--- src/hdl/qamc_defines.svh ---
// offsets, field positions, reset values and decode constants of the mode registers
`ifndef QAMC_DEFINES_SVH
`define QAMC_DEFINES_SVH

// ------------------------------------------------------------
// serial register addresses
// ------------------------------------------------------------
`define QAMC_ADDR_RESET      7'h00
`define QAMC_ADDR_FMT        7'h01
`define QAMC_ADDR_OMODE      7'h02
`define QAMC_ADDR_TPH        7'h03
`define QAMC_ADDR_TPL        7'h04

// ------------------------------------------------------------
// field positions
// ------------------------------------------------------------
`define QAMC_SWRST_BIT       7
`define QAMC_FMT_STAB_BIT    7
`define QAMC_FMT_OUTPUT_RANDOMIZER_BIT    6
`define QAMC_FMT_CODING_BIT  5
`define QAMC_FMT_SLEEP_BIT   4
`define QAMC_FMT_NAP_MSB     3
`define QAMC_OM_CUR_MSB      7
`define QAMC_OM_CUR_LSB      5
`define QAMC_OM_TERM_BIT     4
`define QAMC_OM_OFF_BIT      3
`define QAMC_OM_LANE_MSB     2
`define QAMC_TPH_EN_BIT      7
`define QAMC_TPH_PAT_MSB     5

// ------------------------------------------------------------
// reset values, the 03h write mask and frame counts
// ------------------------------------------------------------
`define QAMC_REG_RESET       8'h00
`define QAMC_TPH_MASK        8'hBF
`define QAMC_CNT_ADDR_LAST   5'h07
`define QAMC_CNT_DATA_LAST   5'h0F

// ------------------------------------------------------------
// driver current codes and currents in 10 uA units
// ------------------------------------------------------------
`define QAMC_CUR_RSVD        3'h3
`define QAMC_CUR_UA_000      10'h15E
`define QAMC_CUR_UA_001      10'h190
`define QAMC_CUR_UA_010      10'h1C2
`define QAMC_CUR_UA_100      10'h12C
`define QAMC_CUR_UA_101      10'h0FA
`define QAMC_CUR_UA_110      10'h0D2
`define QAMC_CUR_UA_111      10'h0AF

// ------------------------------------------------------------
// lane mode codes and frame widths
// ------------------------------------------------------------
`define QAMC_LANE_2_16       3'h0
`define QAMC_LANE_2_14       3'h1
`define QAMC_LANE_2_12       3'h2
`define QAMC_LANE_1_14       3'h5
`define QAMC_LANE_1_12       3'h6
`define QAMC_LANE_1_16       3'h7
`define QAMC_FRAME_16        5'h10
`define QAMC_FRAME_14        5'h0E
`define QAMC_FRAME_12        5'h0C

`endif

--- src/hdl/qamc_pkg.sv ---
// types shared by the mode control register bank
package qamc_pkg;

	typedef logic [7:0]  qamc_byte_t;
	typedef logic [6:0]  qamc_addr_t;
	typedef logic [13:0] qamc_sample_t;

	// serial frame phases
	typedef enum logic [3:0] {
		QAMC_ST_IDLE = 4'h1,
		QAMC_ST_CMD  = 4'h2,
		QAMC_ST_DATA = 4'h4,
		QAMC_ST_DONE = 4'h8
	} qamc_frame_st_e;

endpackage : qamc_pkg

--- src/hdl/qamc_cfg_if.sv ---
// decoded serial command handed from the frame receiver to the register bank
`timescale 1ns/100ps
interface qamc_cfg_if;
	import qamc_pkg::*;

	logic       addr_pulse;
	logic       frame_done;
	logic       cmd_rw;
	qamc_addr_t cmd_addr;
	qamc_byte_t wr_data;
	qamc_byte_t rd_data;

	modport frame (output addr_pulse, output frame_done, output cmd_rw,
		output cmd_addr, output wr_data, input rd_data);
	modport regs (input addr_pulse, input frame_done, input cmd_rw,
		input cmd_addr, input wr_data, output rd_data);

endinterface : qamc_cfg_if

--- src/hdl/qamc_spi_frame.sv ---
// serial frame receiver: 16-bit command in, read data out on open-drain line
`timescale 1ns/100ps
`include "qamc_defines.svh"
module qamc_spi_frame
	import qamc_pkg::*;
(
	input  wire logic   ref_clk,
	input  wire logic   rst_b,
	input  wire logic   clk_en,
	input  wire logic   cs_b,
	input  wire logic   sck,
	input  wire logic   serial_data_in,
	output logic        sdo_out,
	output logic        sdo_oe_b,
	qamc_cfg_if.frame   cfg
);

	// ------------------------------------------------------------
	// edge detect and phase tracking
	// ------------------------------------------------------------
	logic           sck_q_r;
	logic           sck_rise;
	logic           sck_fall;
	logic [4:0]     cnt_r;
	logic [15:0]    shift_r;
	logic [7:0]     out_r;
	logic           read_act_r;
	qamc_frame_st_e st_r;
	qamc_frame_st_e st_nxt;

	assign sck_rise = sck & ~sck_q_r;
	assign sck_fall = ~sck & sck_q_r;

	// previous clock level, pins taken as synchronous
	always_ff @(posedge ref_clk or negedge rst_b) begin
		if (!rst_b)
			sck_q_r <= 1'b0;
		else if (clk_en)
			sck_q_r <= sck;
	end

	// frame phase; edges past the sixteenth park in done
	always_comb begin
		st_nxt = st_r;
		case (st_r)
			QAMC_ST_IDLE: if (!cs_b) st_nxt = QAMC_ST_CMD;
			QAMC_ST_CMD: begin
				if (cs_b)
					st_nxt = QAMC_ST_IDLE;
				else if (sck_rise && cnt_r == `QAMC_CNT_ADDR_LAST)
					st_nxt = QAMC_ST_DATA;
			end
			QAMC_ST_DATA: begin
				if (cs_b)
					st_nxt = QAMC_ST_IDLE;
				else if (sck_rise && cnt_r == `QAMC_CNT_DATA_LAST)
					st_nxt = QAMC_ST_DONE;
			end
			QAMC_ST_DONE: if (cs_b) st_nxt = QAMC_ST_IDLE;
			default:      st_nxt = QAMC_ST_IDLE;
		endcase
	end

	always_ff @(posedge ref_clk or negedge rst_b) begin
		if (!rst_b)
			st_r <= QAMC_ST_IDLE;
		else if (clk_en)
			st_r <= st_nxt;
	end

	// ------------------------------------------------------------
	// bit capture
	// ------------------------------------------------------------
	// sample on rising edges while selected, first bit lands highest
	always_ff @(posedge ref_clk or negedge rst_b) begin
		if (!rst_b) begin
			cnt_r   <= 5'h00;
			shift_r <= 16'h0000;
		end else if (clk_en) begin
			if (st_r == QAMC_ST_IDLE)
				cnt_r <= 5'h00;
			else if (sck_rise && (st_r == QAMC_ST_CMD || st_r == QAMC_ST_DATA)) begin
				cnt_r   <= cnt_r + 5'h01;
				shift_r <= {shift_r[14:0], serial_data_in};
			end
		end
	end

	// command after eight bits, data after sixteen; pulses last one cycle
	always_ff @(posedge ref_clk or negedge rst_b) begin
		if (!rst_b) begin
			cfg.addr_pulse <= 1'b0;
			cfg.frame_done <= 1'b0;
			cfg.cmd_rw     <= 1'b0;
			cfg.cmd_addr   <= 7'h00;
			cfg.wr_data    <= 8'h00;
		end else if (clk_en) begin
			cfg.addr_pulse <= 1'b0;
			cfg.frame_done <= 1'b0;
			if (st_r == QAMC_ST_CMD && sck_rise && cnt_r == `QAMC_CNT_ADDR_LAST) begin
				cfg.addr_pulse <= 1'b1;
				cfg.cmd_rw     <= shift_r[6];
				cfg.cmd_addr   <= {shift_r[5:0], serial_data_in};
			end
			if (st_r == QAMC_ST_DATA && sck_rise && cnt_r == `QAMC_CNT_DATA_LAST) begin
				cfg.frame_done <= 1'b1;
				cfg.wr_data    <= {shift_r[6:0], serial_data_in};
			end
		end
	end

	// ------------------------------------------------------------
	// read back, open drain: enable low pulls the line to zero
	// ------------------------------------------------------------
	// load one cycle after the address, shift on falling edges
	always_ff @(posedge ref_clk or negedge rst_b) begin
		if (!rst_b) begin
			read_act_r <= 1'b0;
			out_r      <= 8'h00;
			sdo_oe_b   <= 1'b1;
		end else if (clk_en) begin
			if (cs_b) begin
				read_act_r <= 1'b0;
				sdo_oe_b   <= 1'b1;
			end else if (cfg.addr_pulse && cfg.cmd_rw) begin
				read_act_r <= 1'b1;
				out_r      <= cfg.rd_data;
				sdo_oe_b   <= cfg.rd_data[7];
			end else if (read_act_r && sck_fall && st_r == QAMC_ST_DATA) begin
				out_r    <= {out_r[6:0], 1'b0};
				sdo_oe_b <= out_r[6];
			end
		end
	end

	// the pin only ever pulls low
	always_ff @(posedge ref_clk or negedge rst_b) begin
		if (!rst_b)
			sdo_out <= 1'b0;
		else if (clk_en)
			sdo_out <= 1'b0;
	end

endmodule : qamc_spi_frame

--- src/hdl/qamc_regs.sv ---
// mode control register bank of a four-channel serial-output converter
// Functional notes
// - coding bit: offset binary or two's complement
// - power field zero runs; nap bits per channel
// - sleep bit disables all channels regardless
// - any nap combination accepted together
// - current field selects driver current
// - termination bit on doubles driver current
// - output mode register at address 02h
// - bit 7 at 03h enables test pattern
// - 03h low six bits give pattern 13:8
// - 04h gives pattern bits 7:0
// - bit 6 at 03h unused, no effect
// - 16-bit frame on rising edges, extras ignored
// - low flag writes, high flag reads back
// - reset bit clears all registers, self-clearing
// - format and power register at address 01h
`timescale 1ns/100ps
`include "qamc_defines.svh"
module qamc_regs
	import qamc_pkg::*;
(
	input  wire logic                ref_clk,
	input  wire logic                rst_b,
	input  wire logic                clk_en,
	input  wire logic                cs_b,
	input  wire logic                sck,
	input  wire logic                serial_data_in,
	output logic                     serial_data_out,
	output logic                     serial_data_out_oe_b,
	input  wire logic [3:0][13:0]    sample_in,
	input  wire logic                sample_valid_in,
	output logic [3:0][13:0]         chan_data_r,
	output logic [3:0]               chan_valid_r,
	output logic                     data_out_enable_r,
	output logic [3:0]               channel_active_r,
	output logic                     sleep_mode_r,
	output logic                     output_coding_select_r,
	output logic                     clock_stabilizer_off_r,
	output logic                     output_randomizer_r,
	output logic [2:0]               driver_current_field_r,
	output logic                     internal_termination_enable_r,
	output logic [9:0]               driver_current_r,
	output logic                     current_code_invalid_r,
	output logic                     two_lane_r,
	output logic [4:0]               frame_width_r,
	output logic                     lane_mode_valid_r,
	output logic                     test_pattern_enable_r,
	output logic [13:0]              pattern_word_r
);

	// ------------------------------------------------------------
	// serial frame receiver
	// ------------------------------------------------------------
	qamc_cfg_if cfg ();

	qamc_spi_frame u_frame (
		.ref_clk        (ref_clk),
		.rst_b          (rst_b),
		.clk_en         (clk_en),
		.cs_b           (cs_b),
		.sck            (sck),
		.serial_data_in (serial_data_in),
		.sdo_out        (serial_data_out),
		.sdo_oe_b       (serial_data_out_oe_b),
		.cfg            (cfg.frame)
	);

	// ------------------------------------------------------------
	// register storage
	// ------------------------------------------------------------
	qamc_byte_t fmt_r;
	qamc_byte_t omode_r;
	qamc_byte_t tph_r;
	qamc_byte_t tpl_r;
	logic       wr_stb;
	logic       soft_rst;

	// a write lands only once all sixteen bits are
	assign wr_stb   = cfg.frame_done & ~cfg.cmd_rw;
	// reset bit is write-only, nothing stores it so it reads back zero
	assign soft_rst = wr_stb & (cfg.cmd_addr == `QAMC_ADDR_RESET)
		& cfg.wr_data[`QAMC_SWRST_BIT];

	// addressed writes; software reset clears every mode register
	always_ff @(posedge ref_clk or negedge rst_b) begin
		if (!rst_b) begin
			fmt_r   <= `QAMC_REG_RESET;
			omode_r <= `QAMC_REG_RESET;
			tph_r   <= `QAMC_REG_RESET;
			tpl_r   <= `QAMC_REG_RESET;
		end else if (clk_en) begin
			if (soft_rst) begin
				fmt_r   <= `QAMC_REG_RESET;
				omode_r <= `QAMC_REG_RESET;
				tph_r   <= `QAMC_REG_RESET;
				tpl_r   <= `QAMC_REG_RESET;
			end else if (wr_stb) begin
				case (cfg.cmd_addr)
					`QAMC_ADDR_FMT:   fmt_r   <= cfg.wr_data;
					`QAMC_ADDR_OMODE: omode_r <= cfg.wr_data;
					`QAMC_ADDR_TPH:   tph_r   <= cfg.wr_data & `QAMC_TPH_MASK;
					`QAMC_ADDR_TPL:   tpl_r   <= cfg.wr_data;
					default:          ;
				endcase
			end
		end
	end

	// read mux; unmapped and write-only addresses answer zero
	always_comb begin
		case (cfg.cmd_addr)
			`QAMC_ADDR_FMT:   cfg.rd_data = fmt_r;
			`QAMC_ADDR_OMODE: cfg.rd_data = omode_r;
			`QAMC_ADDR_TPH:   cfg.rd_data = tph_r;
			`QAMC_ADDR_TPL:   cfg.rd_data = tpl_r;
			default:          cfg.rd_data = 8'h00;
		endcase
	end

	// ------------------------------------------------------------
	// format and power decode
	// ------------------------------------------------------------
	// sleep overrides every nap bit; naps are independent per channel
	always_ff @(posedge ref_clk or negedge rst_b) begin
		if (!rst_b) begin
			sleep_mode_r     <= 1'b0;
			channel_active_r <= 4'hF;
		end else if (clk_en) begin
			sleep_mode_r <= fmt_r[`QAMC_FMT_SLEEP_BIT];
			if (fmt_r[`QAMC_FMT_SLEEP_BIT])
				channel_active_r <= 4'h0;
			else
				channel_active_r <= ~fmt_r[`QAMC_FMT_NAP_MSB:0];
		end
	end

	// coding, the clock stabilizer control and the output randomizer pass straight out
	always_ff @(posedge ref_clk or negedge rst_b) begin
		if (!rst_b) begin
			output_coding_select_r <= 1'b0;
			clock_stabilizer_off_r <= 1'b0;
			output_randomizer_r    <= 1'b0;
		end else if (clk_en) begin
			output_coding_select_r <= fmt_r[`QAMC_FMT_CODING_BIT];
			clock_stabilizer_off_r <= fmt_r[`QAMC_FMT_STAB_BIT];
			output_randomizer_r    <= fmt_r[`QAMC_FMT_OUTPUT_RANDOMIZER_BIT];
		end
	end

	// ------------------------------------------------------------
	// output driver decode
	// ------------------------------------------------------------
	logic [9:0] cur_base;

	// nominal current per code in 10 uA steps; code 011 has no meaning
	always_comb begin
		case (omode_r[`QAMC_OM_CUR_MSB:`QAMC_OM_CUR_LSB])
			3'h0:    cur_base = `QAMC_CUR_UA_000;
			3'h1:    cur_base = `QAMC_CUR_UA_001;
			3'h2:    cur_base = `QAMC_CUR_UA_010;
			3'h4:    cur_base = `QAMC_CUR_UA_100;
			3'h5:    cur_base = `QAMC_CUR_UA_101;
			3'h6:    cur_base = `QAMC_CUR_UA_110;
			3'h7:    cur_base = `QAMC_CUR_UA_111;
			default: cur_base = 10'h000;
		endcase
	end

	// termination doubles the drive; the field alone cannot exceed 450
	always_ff @(posedge ref_clk or negedge rst_b) begin
		if (!rst_b) begin
			driver_current_field_r        <= 3'h0;
			internal_termination_enable_r <= 1'b0;
			driver_current_r              <= `QAMC_CUR_UA_000;
			current_code_invalid_r        <= 1'b0;
		end else if (clk_en) begin
			driver_current_field_r        <= omode_r[`QAMC_OM_CUR_MSB:`QAMC_OM_CUR_LSB];
			internal_termination_enable_r <= omode_r[`QAMC_OM_TERM_BIT];
			driver_current_r <= omode_r[`QAMC_OM_TERM_BIT] ?
				{cur_base[8:0], 1'b0} : cur_base;
			// flagged so a misbehaving host shows up, the drive stays at zero
			current_code_invalid_r <= (omode_r[`QAMC_OM_CUR_MSB:`QAMC_OM_CUR_LSB]
				== `QAMC_CUR_RSVD);
		end
	end

	// lane and frame width; unused codes fall back to two lanes, 16 bits
	always_ff @(posedge ref_clk or negedge rst_b) begin
		if (!rst_b) begin
			two_lane_r        <= 1'b1;
			frame_width_r     <= `QAMC_FRAME_16;
			lane_mode_valid_r <= 1'b1;
		end else if (clk_en) begin
			lane_mode_valid_r <= 1'b1;
			case (omode_r[`QAMC_OM_LANE_MSB:0])
				`QAMC_LANE_2_16: begin
					two_lane_r    <= 1'b1;
					frame_width_r <= `QAMC_FRAME_16;
				end
				`QAMC_LANE_2_14: begin
					two_lane_r    <= 1'b1;
					frame_width_r <= `QAMC_FRAME_14;
				end
				`QAMC_LANE_2_12: begin
					two_lane_r    <= 1'b1;
					frame_width_r <= `QAMC_FRAME_12;
				end
				`QAMC_LANE_1_14: begin
					two_lane_r    <= 1'b0;
					frame_width_r <= `QAMC_FRAME_14;
				end
				`QAMC_LANE_1_12: begin
					two_lane_r    <= 1'b0;
					frame_width_r <= `QAMC_FRAME_12;
				end
				`QAMC_LANE_1_16: begin
					two_lane_r    <= 1'b0;
					frame_width_r <= `QAMC_FRAME_16;
				end
				default: begin
					two_lane_r        <= 1'b1;
					frame_width_r     <= `QAMC_FRAME_16;
					lane_mode_valid_r <= 1'b0;
				end
			endcase
		end
	end

	// ------------------------------------------------------------
	// test pattern
	// ------------------------------------------------------------
	// bit 6 of the high register never reaches the pattern word
	always_ff @(posedge ref_clk or negedge rst_b) begin
		if (!rst_b) begin
			test_pattern_enable_r <= 1'b0;
			pattern_word_r        <= 14'h0000;
		end else if (clk_en) begin
			test_pattern_enable_r <= tph_r[`QAMC_TPH_EN_BIT];
			pattern_word_r <= {tph_r[`QAMC_TPH_PAT_MSB:0], tpl_r};
		end
	end

	// ------------------------------------------------------------
	// channel data path
	// ------------------------------------------------------------
	// per channel: napped or sleeping channels go quiet, pattern wins
	// over samples, and coding flips the sample sign bit only; the
	// pattern is sent as programmed so the host sees its exact word
	always_ff @(posedge ref_clk or negedge rst_b) begin
		if (!rst_b) begin
			chan_data_r       <= '0;
			chan_valid_r      <= 4'h0;
			data_out_enable_r <= 1'b0;
		end else if (clk_en) begin
			data_out_enable_r <= ~omode_r[`QAMC_OM_OFF_BIT];
			for (int i = 0; i < 4; i++) begin
				if (omode_r[`QAMC_OM_OFF_BIT] || !channel_active_r[i]) begin
					chan_data_r[i]  <= 14'h0000;
					chan_valid_r[i] <= 1'b0;
				end else if (test_pattern_enable_r) begin
					chan_data_r[i]  <= pattern_word_r;
					chan_valid_r[i] <= sample_valid_in;
				end else begin
					chan_data_r[i]  <= {sample_in[i][13] ^ output_coding_select_r,
						sample_in[i][12:0]};
					chan_valid_r[i] <= sample_valid_in;
				end
			end
		end
	end

endmodule : qamc_regs

--- config.mk ---
export PLATFORM = sky130hd
export DESIGN_NAME = qamc_regs
export DESIGN_NICKNAME = d
export VERILOG_FILES = /design/src/hdl/qamc_pkg.sv /design/src/hdl/qamc_cfg_if.sv /design/src/hdl/qamc_spi_frame.sv /design/src/hdl/qamc_regs.sv
export VERILOG_INCLUDE_DIRS = /design/src /design/src/hdl
export SDC_FILE = /design/constraint.sdc
export NUM_CORES = 1
export LEC_CHECK = 0
export ABC_CLOCK_PERIOD_IN_PS = 2100
export BUFFER_PORTS_ARGS = -buffer_cell sky130_fd_sc_hd__buf_4
export CAP_MARGIN = 20
export CORE_ASPECT_RATIO = 0.6
export CORE_MARGIN = 5
export CORE_UTILIZATION = 49
export CTS_CLUSTER_DIAMETER = 60
export DETAILED_ROUTE_END_ITERATION = 12
export PLACE_DENSITY = 0.86
export SLEW_MARGIN = 20
export SYNTH_ARGS = -nofsm -noshare
export SYNTH_HDL_FRONTEND = slang
export SYNTH_SLANG_ARGS = --single-unit
--- constraint.sdc ---
create_clock -name ref_clk -period 2.1 [get_ports ref_clk]
set_input_delay 0.21 -clock ref_clk [delete_from_list [all_inputs] [get_ports ref_clk]]
set_output_delay 0.21 -clock ref_clk [all_outputs]
set_load 0.05 [all_outputs]
==> flow_metrics.env, run 1 <==
export IMPL_place_congestion=0.870
export IMPL_avgSynthCellArea_um2=11.3
export IMPL_finalSetupTns_ns=0
export IMPL_die_area_mm2=0.0192
export IMPL_synth_area_leaders="dfrtp_1, mux2i_1, o2bb2ai_1"
export IMPL_cp_required_ns=2.41
export IMPL_grt_pass1_vias=6233
export IMPL_grt_start_max_net_pins=52
export IMPL_worstSetupStartpoint="u_frame.cnt_r[1]"
export IMPL_initial_utilization_pct=49.8
export IMPL_clk_path_buf_depth=2
export IMPL_setup_viol=0
export IMPL_hold_violations=0
export IMPL_detailed_place_hpwl_mm=15.1
export IMPL_cp_start_kind="register"
export IMPL_row_count=36
export IMPL_route_detailed_drc=0
export IMPL_synth_edf_count=0
export IMPL_ys_ff_latch=179
export IMPL_grt_usage_pct=22.5
export IMPL_num_fill_cells=1266
export IMPL_ys_types=57
export IMPL_status="finished clean"
export IMPL_antenna_found_initial=0
export IMPL_cap_viol_max_count=0
export IMPL_grt_pass1_wl_mm=34.1
export IMPL_design_portCount=171
export IMPL_worstHoldEndpoint="u_frame.shift_r[0]"
export IMPL_ys_warn_count=0
export IMPL_clkSinkCount=179
export IMPL_slew_headroom_pct=54.2
export IMPL_critPathMostFrequentCell="ha_1"
export IMPL_cts_setup_buffers=0
export IMPL_hold_start="serial_data_in"
export IMPL_drv_slew=0
export IMPL_post_route_util_pct=62.9
export IMPL_syn_to_final_growth_pct=26.2
export IMPL_wire_per_inst_um=19.4
export IMPL_netlist_area_mm2=0.00808
export IMPL_rsz0062_at_grt="true"
export IMPL_synth_top_area_cell="dfrtp_1"
export IMPL_cts_made_buffers=17
export IMPL_clock_root_buffer="clkbuf_16"
export IMPL_die_w_um=176
export IMPL_core_mm2=0.0162
export IMPL_ant_nets=0
export IMPL_drtIter0Drc=488
export IMPL_rr_startpoint="u_frame.cnt_r[1]"
export IMPL_n_antenna_cell=0
export IMPL_vias_per_cell=5.73
export IMPL_crit_fanout=9
export IMPL_max_freq_mhz=491
export IMPL_crit_arrival_ns=2.35
export IMPL_wirelength_mm=21.3
export IMPL_worstSetupPathType="register to register"
export IMPL_critPathSlowestCell="or4_4"
export IMPL_hp_class="input port to register"
export IMPL_regToRegSetupSlack_ns=0.07
export IMPL_yosysSeqAreaShare_pct=55.7
export IMPL_cp_end_kind="register"
export IMPL_synthArstFlopShare_pct=100
export IMPL_fin_skew_ns=0.0135
export IMPL_drtPass1Iterations=5
export IMPL_cts_clk_slew_worst_paths_ns=0.07
export IMPL_reg2reg_to="u_frame.cfg.wr_data[3]"
export IMPL_port_buffers=168
export IMPL_holdPathStages=3
export IMPL_postSynthCellCount=713
export IMPL_dr_total_vias=6301
export IMPL_most_common_layout_cells="buf_4, dfrtp_1, nand2_1"
export IMPL_path_cells="ha_1, and3_1, ha_1, nand2_1, or4_4, mux2_4"
export IMPL_die_y_um=109
export IMPL_min_period_ns=2.03
export IMPL_synth_top_area_share_pct=50.8
export IMPL_cp_num_buf_inv=0
export IMPL_cts_tree="built"
export IMPL_powerDensity_mw_per_mm2=816
export IMPL_synth_flop_cell="dfrtp_1"
export IMPL_path_delay_family="simple AND/OR/NAND/NOR gates"
export IMPL_final_nets=942
export IMPL_layout_drive_gt1_share_pct=33.3
export IMPL_worst_path_stages=6
export IMPL_leakage_uw=0.00469
export IMPL_peakVddDrop_uv=402
export IMPL_overflow=0
export IMPL_cp_slowest_stage_delay_ns=0.60
export IMPL_final_common_cell="buf_4"
export IMPL_clkLatencyLatePin_ns=0.43
export IMPL_tightest_slew_ns=0.686
export IMPL_fin_crit_sh_pct=96.9
export IMPL_rr_worst_depth=6
export IMPL_htreeDepth=4
[worst register-to-register path, cell delays in order, from the launching register on]
cell,delay [ns]
dfrtp_1,0.38
ha_1,0.20
and3_1,0.16
ha_1,0.16
nand2_1,0.08
or4_4,0.60
mux2_4,0.34
[state kept, by name, indices dropped and copies added, names as in the netlist, 3 cells and up]
signal,cells
chan_data_r,56
chan_valid_r,4
channel_active_r,4
driver_current_field_r,3
driver_current_r,10
fmt_r,8
frame_width_r,3
omode_r,8
pattern_word_r,14
tph_r,7
tpl_r,8
u_frame.cfg.cmd_addr,7
u_frame.cfg.wr_data,8
u_frame.cnt_r,5
u_frame.out_r,7
u_frame.shift_r,7
u_frame.st_r,4
[worst max-delay path by stage]
| stage | slack [ns] | to |
|---|---|---|
| floorplan | 0.17 | u_frame.cfg.wr_data[0] |
| global placement | 0.11 | u_frame.cfg.wr_data[0] |
| detailed placement | 0.08 | u_frame.cfg.wr_data[3] |
| CTS | 0.06 | u_frame.cfg.wr_data[4] |
| global route | -0.007 | u_frame.cfg.wr_data[4] |
| finish | 0.07 | u_frame.cfg.wr_data[3] |
[power breakdown]
group | total [uW] | internal [uW] | switching [uW] | leakage [uW]
clock | 3110 | 1610 | 1500 | 0.000286
sequential | 3860 | 3670 | 190 | 0.00235
combinational | 1360 | 474 | 882 | 0.00205
total | 8320 | 5750 | 2570 | 0.00469
[kinds of logic after synthesis]
group	Yosys count	share of synthesized area [%]
other	1	0.0464
xor gates and xnor gates	8	0.867
AOI/OAI and AO/OA	174	15.2
adders and majority gates	2	0.310
buffers and inverters	68	3.58
muxes	104	13.9
DFF	179	55.7
and+or+nand+nor	177	10.4
[synth_stat cells, types with 4 or more instances]
cell	number
mux2_4	8
o32ai_1	5
o21ai_1	6
dfstp_2	15
mux2_2	36
inv_1	20
xor2_1	6
a22oi_1	10
o2bb2ai_1	58
o22ai_1	7
mux2i_1	60
o31ai_1	4
nor2b_1	7
a21oi_1	20
clkbuf_1	29
buf_2	12
nand2_1	95
nand3_1	7
nand2b_1	4
o21ai_0	41
a21o_1	6
nor2_1	35
dfrtp_1	164
[per-layer routing]
| metal | global-route usage, % | vias to the layer above | routed length (um) |
|---|---|---|---|
| met5 | 0 | - | 0 |
| met2 | 33.6 | 238 | 9240 |
| met4 | 5.62 | 0 | 298 |
| li1 | - | 2889 | - |
| met3 | 4.88 | 35 | 1530 |
| met1 | 33.8 | 3139 | 10200 |
[through the flow]
stage          hold WS (ns)  area (um2)  setup slack, ns  instances  power [uW]
4_1_cts              0.0147       10200           0.0643       1099        8370
3_3_place_gp          0.198        9620            0.108       1066        5240
2_1_floorplan       -0.0856        8080            0.169        714        4740
5_1_grt              0.0143       10200         -0.00702       1099        8640
6_report             0.0298       10200           0.0651       1099        8320
3_5_place_dp          0.205        9620           0.0818       1066        5280
[layout make-up]
type | instances | area, um2 | area share, %
clock buffer | 18 | 439 | 4.31
clock inverter | 14 | 131 | 1.29
inverter | 20 | 75.1 | 0.736
multi-input combinational | 467 | 3300 | 32.3
sequential | 179 | 4500 | 44.1
tap | 209 | 262 | 2.56
timing repair buffer | 192 | 1500 | 14.7
[what timing repair did]
action / in CTS / in global routing
endpoints found under the hold margin: 33 / 0
endpoints found under the setup margin: 0 / 5
hold buffers: 1 / 0
resized for setup: 0 / 0
Power figures use the tool's default switching activity.
==> run 2, diff against run 1 <==
--- a/config.mk
+++ b/config.mk
@@ -6,15 +6,15 @@
 export SDC_FILE = /design/constraint.sdc
 export NUM_CORES = 1
 export LEC_CHECK = 0
-export ABC_CLOCK_PERIOD_IN_PS = 2100
+export ABC_CLOCK_PERIOD_IN_PS = 2530
 export BUFFER_PORTS_ARGS = -buffer_cell sky130_fd_sc_hd__buf_4
 export CAP_MARGIN = 20
 export CORE_ASPECT_RATIO = 0.6
 export CORE_MARGIN = 5
-export CORE_UTILIZATION = 49
+export CORE_UTILIZATION = 59
 export CTS_CLUSTER_DIAMETER = 60
 export DETAILED_ROUTE_END_ITERATION = 12
-export PLACE_DENSITY = 0.86
+export PLACE_DENSITY = 0.95
 export SLEW_MARGIN = 20
 export SYNTH_ARGS = -nofsm -noshare
 export SYNTH_HDL_FRONTEND = slang
==> constraint.sdc (replaced) <==
create_clock -name ref_clk -period 2.53 [get_ports ref_clk]
set_input_delay 0.253 -clock ref_clk [delete_from_list [all_inputs] [get_ports ref_clk]]
set_output_delay 0.253 -clock ref_clk [all_outputs]
set_load 0.05 [all_outputs]
==> flow_metrics.env, run 2 (synthesis results as in run 1) <==
export IMPL_multi_input_area_mm2=0.00330
export IMPL_core_mm2=0.0135
export IMPL_ctsResizeCount=0
export IMPL_detailed_place_hpwl_mm=14.8
export IMPL_max_freq_mhz=486
export IMPL_design_portCount=171
export IMPL_p_clk_share_pct=37.3
export IMPL_htreeDepth=4
export IMPL_powerDensity_mw_per_mm2=687
export IMPL_grt_pass1_wl_mm=34.8
export IMPL_status="finished clean"
export IMPL_rr_startpoint="u_frame.cnt_r[0]"
export IMPL_grt_pass1_vias=6395
export IMPL_min_period_ns=2.06
export IMPL_largestRegisters="chan_data_r: 56 flops, pattern_word_r: 14 flops, driver_current_r: 10 flops"
export IMPL_busiest_layer="met2"
export IMPL_worstHoldEndpoint="u_frame.shift_r[0]"
export IMPL_hold_violations=0
export IMPL_ant_nets=0
export IMPL_worstSetupPathType="register to register"
export IMPL_fin_skew_ns=0.0101
export IMPL_finalSetupTns_ns=0
export IMPL_grt_usage_pct=27.2
export IMPL_clkLatencyLatePin_ns=0.44
export IMPL_slew_headroom_pct=55.8
export IMPL_cp_slowest_stage_delay_ns=0.61
export IMPL_clkSinkCount=179
export IMPL_p_comb_share_pct=16.1
export IMPL_die_area_mm2=0.0162
export IMPL_grt_use_met1_pct=39.2
export IMPL_clock_root_buffer="clkbuf_16"
export IMPL_power_switching_uw=2050
export IMPL_clk_path_buf_depth=2
export IMPL_critPathSlowestCell="or4_4"
export IMPL_cp_required_ns=2.85
export IMPL_overflow=0
export IMPL_path_delay_family="simple AND/OR/NAND/NOR gates"
export IMPL_wire_per_inst_um=20.7
export IMPL_cts_setup_buffers=0
export IMPL_drv_slew=0
export IMPL_regArea_mm2=0.00450
export IMPL_cts_tree="built"
export IMPL_tightest_slew_ns=0.662
export IMPL_row_count=33
export IMPL_layout_drive_gt1_share_pct=31.8
export IMPL_cts_made_buffers=17
export IMPL_post_dp_cell_area_mm2=0.00946
export IMPL_final_area_mm2=0.0100
export IMPL_hp_class="input port to register"
export IMPL_cap_viol_max_count=0
export IMPL_rsz0062_at_grt="false"
export IMPL_rr_worst_depth=6
export IMPL_port_buffers=168
export IMPL_drtPass1Iterations=6
export IMPL_grtUsageMet2_pct=40.0
export IMPL_cp_end_kind="register"
export IMPL_switching_share_pct=29.7
export IMPL_final_nets=928
export IMPL_path_cells="ha_1, and3_1, ha_1, nand2_1, or4_4, mux2_4"
export IMPL_cts_hold_buf=1
export IMPL_cp_num_buf_inv=0
export IMPL_holdPathStages=3
export IMPL_use_met3_pct=7.03
export IMPL_critPathMostFrequentCell="ha_1"
export IMPL_fin_crit_sh_pct=81.3
export IMPL_vias_per_cell=6.13
export IMPL_syn_to_final_growth_pct=24.2
export IMPL_crit_arrival_ns=2.37
export IMPL_die_y_um=101
export IMPL_route_detailed_drc=0
export IMPL_setup_viol=0
export IMPL_dr_total_vias=6441
export IMPL_grt_start_max_net_pins=67
export IMPL_n_antenna_cell=0
export IMPL_post_route_util_pct=74.1
export IMPL_leakage_uw=0.00460
export IMPL_final_common_cell="buf_4"
export IMPL_internal_power_uw=4840
export IMPL_hold_start="serial_data_in"
export IMPL_cp_start_kind="register"
export IMPL_initial_utilization_pct=59.7
export IMPL_reg2reg_to="u_frame.cfg.wr_data[0]"
export IMPL_place_congestion=0.908
export IMPL_cts_clk_slew_worst_paths_ns=0.07
export IMPL_largest_reg_flops=56
export IMPL_regToRegSetupSlack_ns=0.47
export IMPL_peakVddDrop_uv=490
export IMPL_die_w_um=161
export IMPL_wirelength_mm=21.7
export IMPL_num_fill_cells=878
export IMPL_regMostFlops="chan_data_r"
export IMPL_crit_fanout=9
export IMPL_drtIter0Drc=647
export IMPL_antenna_found_initial=0
export IMPL_seq_power_share_pct=46.6
export IMPL_most_common_layout_cells="buf_4, dfrtp_1, nand2_1"
[run 2: per-layer routing]
layer,vias up,routed length [um]
li1,2852,-
met1,3181,9820
met2,356,9630
met3,52,1820
met4,0,459
met5,-,0
[run 2: through the flow]
stage / hold slack (ns) / cells / total power, uW / worst slack [ns]
CTS: 0.0454 / 1051 / 6920 / 0.471
detailed placement: 0.281 / 1018 / 4370 / 0.494
floorplan: -0.0426 / 714 / 3940 / 0.599
global placement: 0.279 / 1018 / 4330 / 0.559
global route: 0.0617 / 1051 / 7130 / 0.346
finish: 0.0557 / 1051 / 6890 / 0.472
[run 2: worst reg2reg max path: stages (launching register included)]
cell and delay, ns:
dfrtp_1 0.38, ha_1 0.20, and3_1 0.16, ha_1 0.17, nand2_1 0.09, or4_4 0.61, mux2_4 0.34
[run 2: area by class of cell]
cell class | count | share of cell area (%)
timing repair buffer | 178 | 13.8
clock inverter | 10 | 1.01
sequential | 179 | 44.8
inverter | 20 | 0.748
multi-input combinational | 467 | 32.9
tap | 175 | 2.18
clock buffer | 22 | 4.63
[run 2: power groups by stage]
stage	logic, uW	clock network (uW)	registers [uW]
after floorplan	356	0	3580
after global placement	1090	0	3250
after detailed placement	1110	0	3260
after CTS	1120	2590	3210
after global routing	1180	2710	3240
final	1110	2570	3210
[run 2: worst max-delay path by stage]
| stage | from | endpoint | depth (start not counted) |
|---|---|---|---|
| after floorplan | u_frame.cnt_r[0] | u_frame.cfg.wr_data[0] | 7 |
| after global placement | u_frame.cnt_r[0] | u_frame.cfg.wr_data[1] | 6 |
| after detailed placement | u_frame.cnt_r[0] | u_frame.cfg.wr_data[3] | 6 |
| after CTS | u_frame.cnt_r[0] | u_frame.cfg.wr_data[0] | 6 |
| after global routing | u_frame.cfg.cmd_addr[0] | u_frame.out_r[5] | 5 |
| final | u_frame.cnt_r[0] | u_frame.cfg.wr_data[0] | 6 |
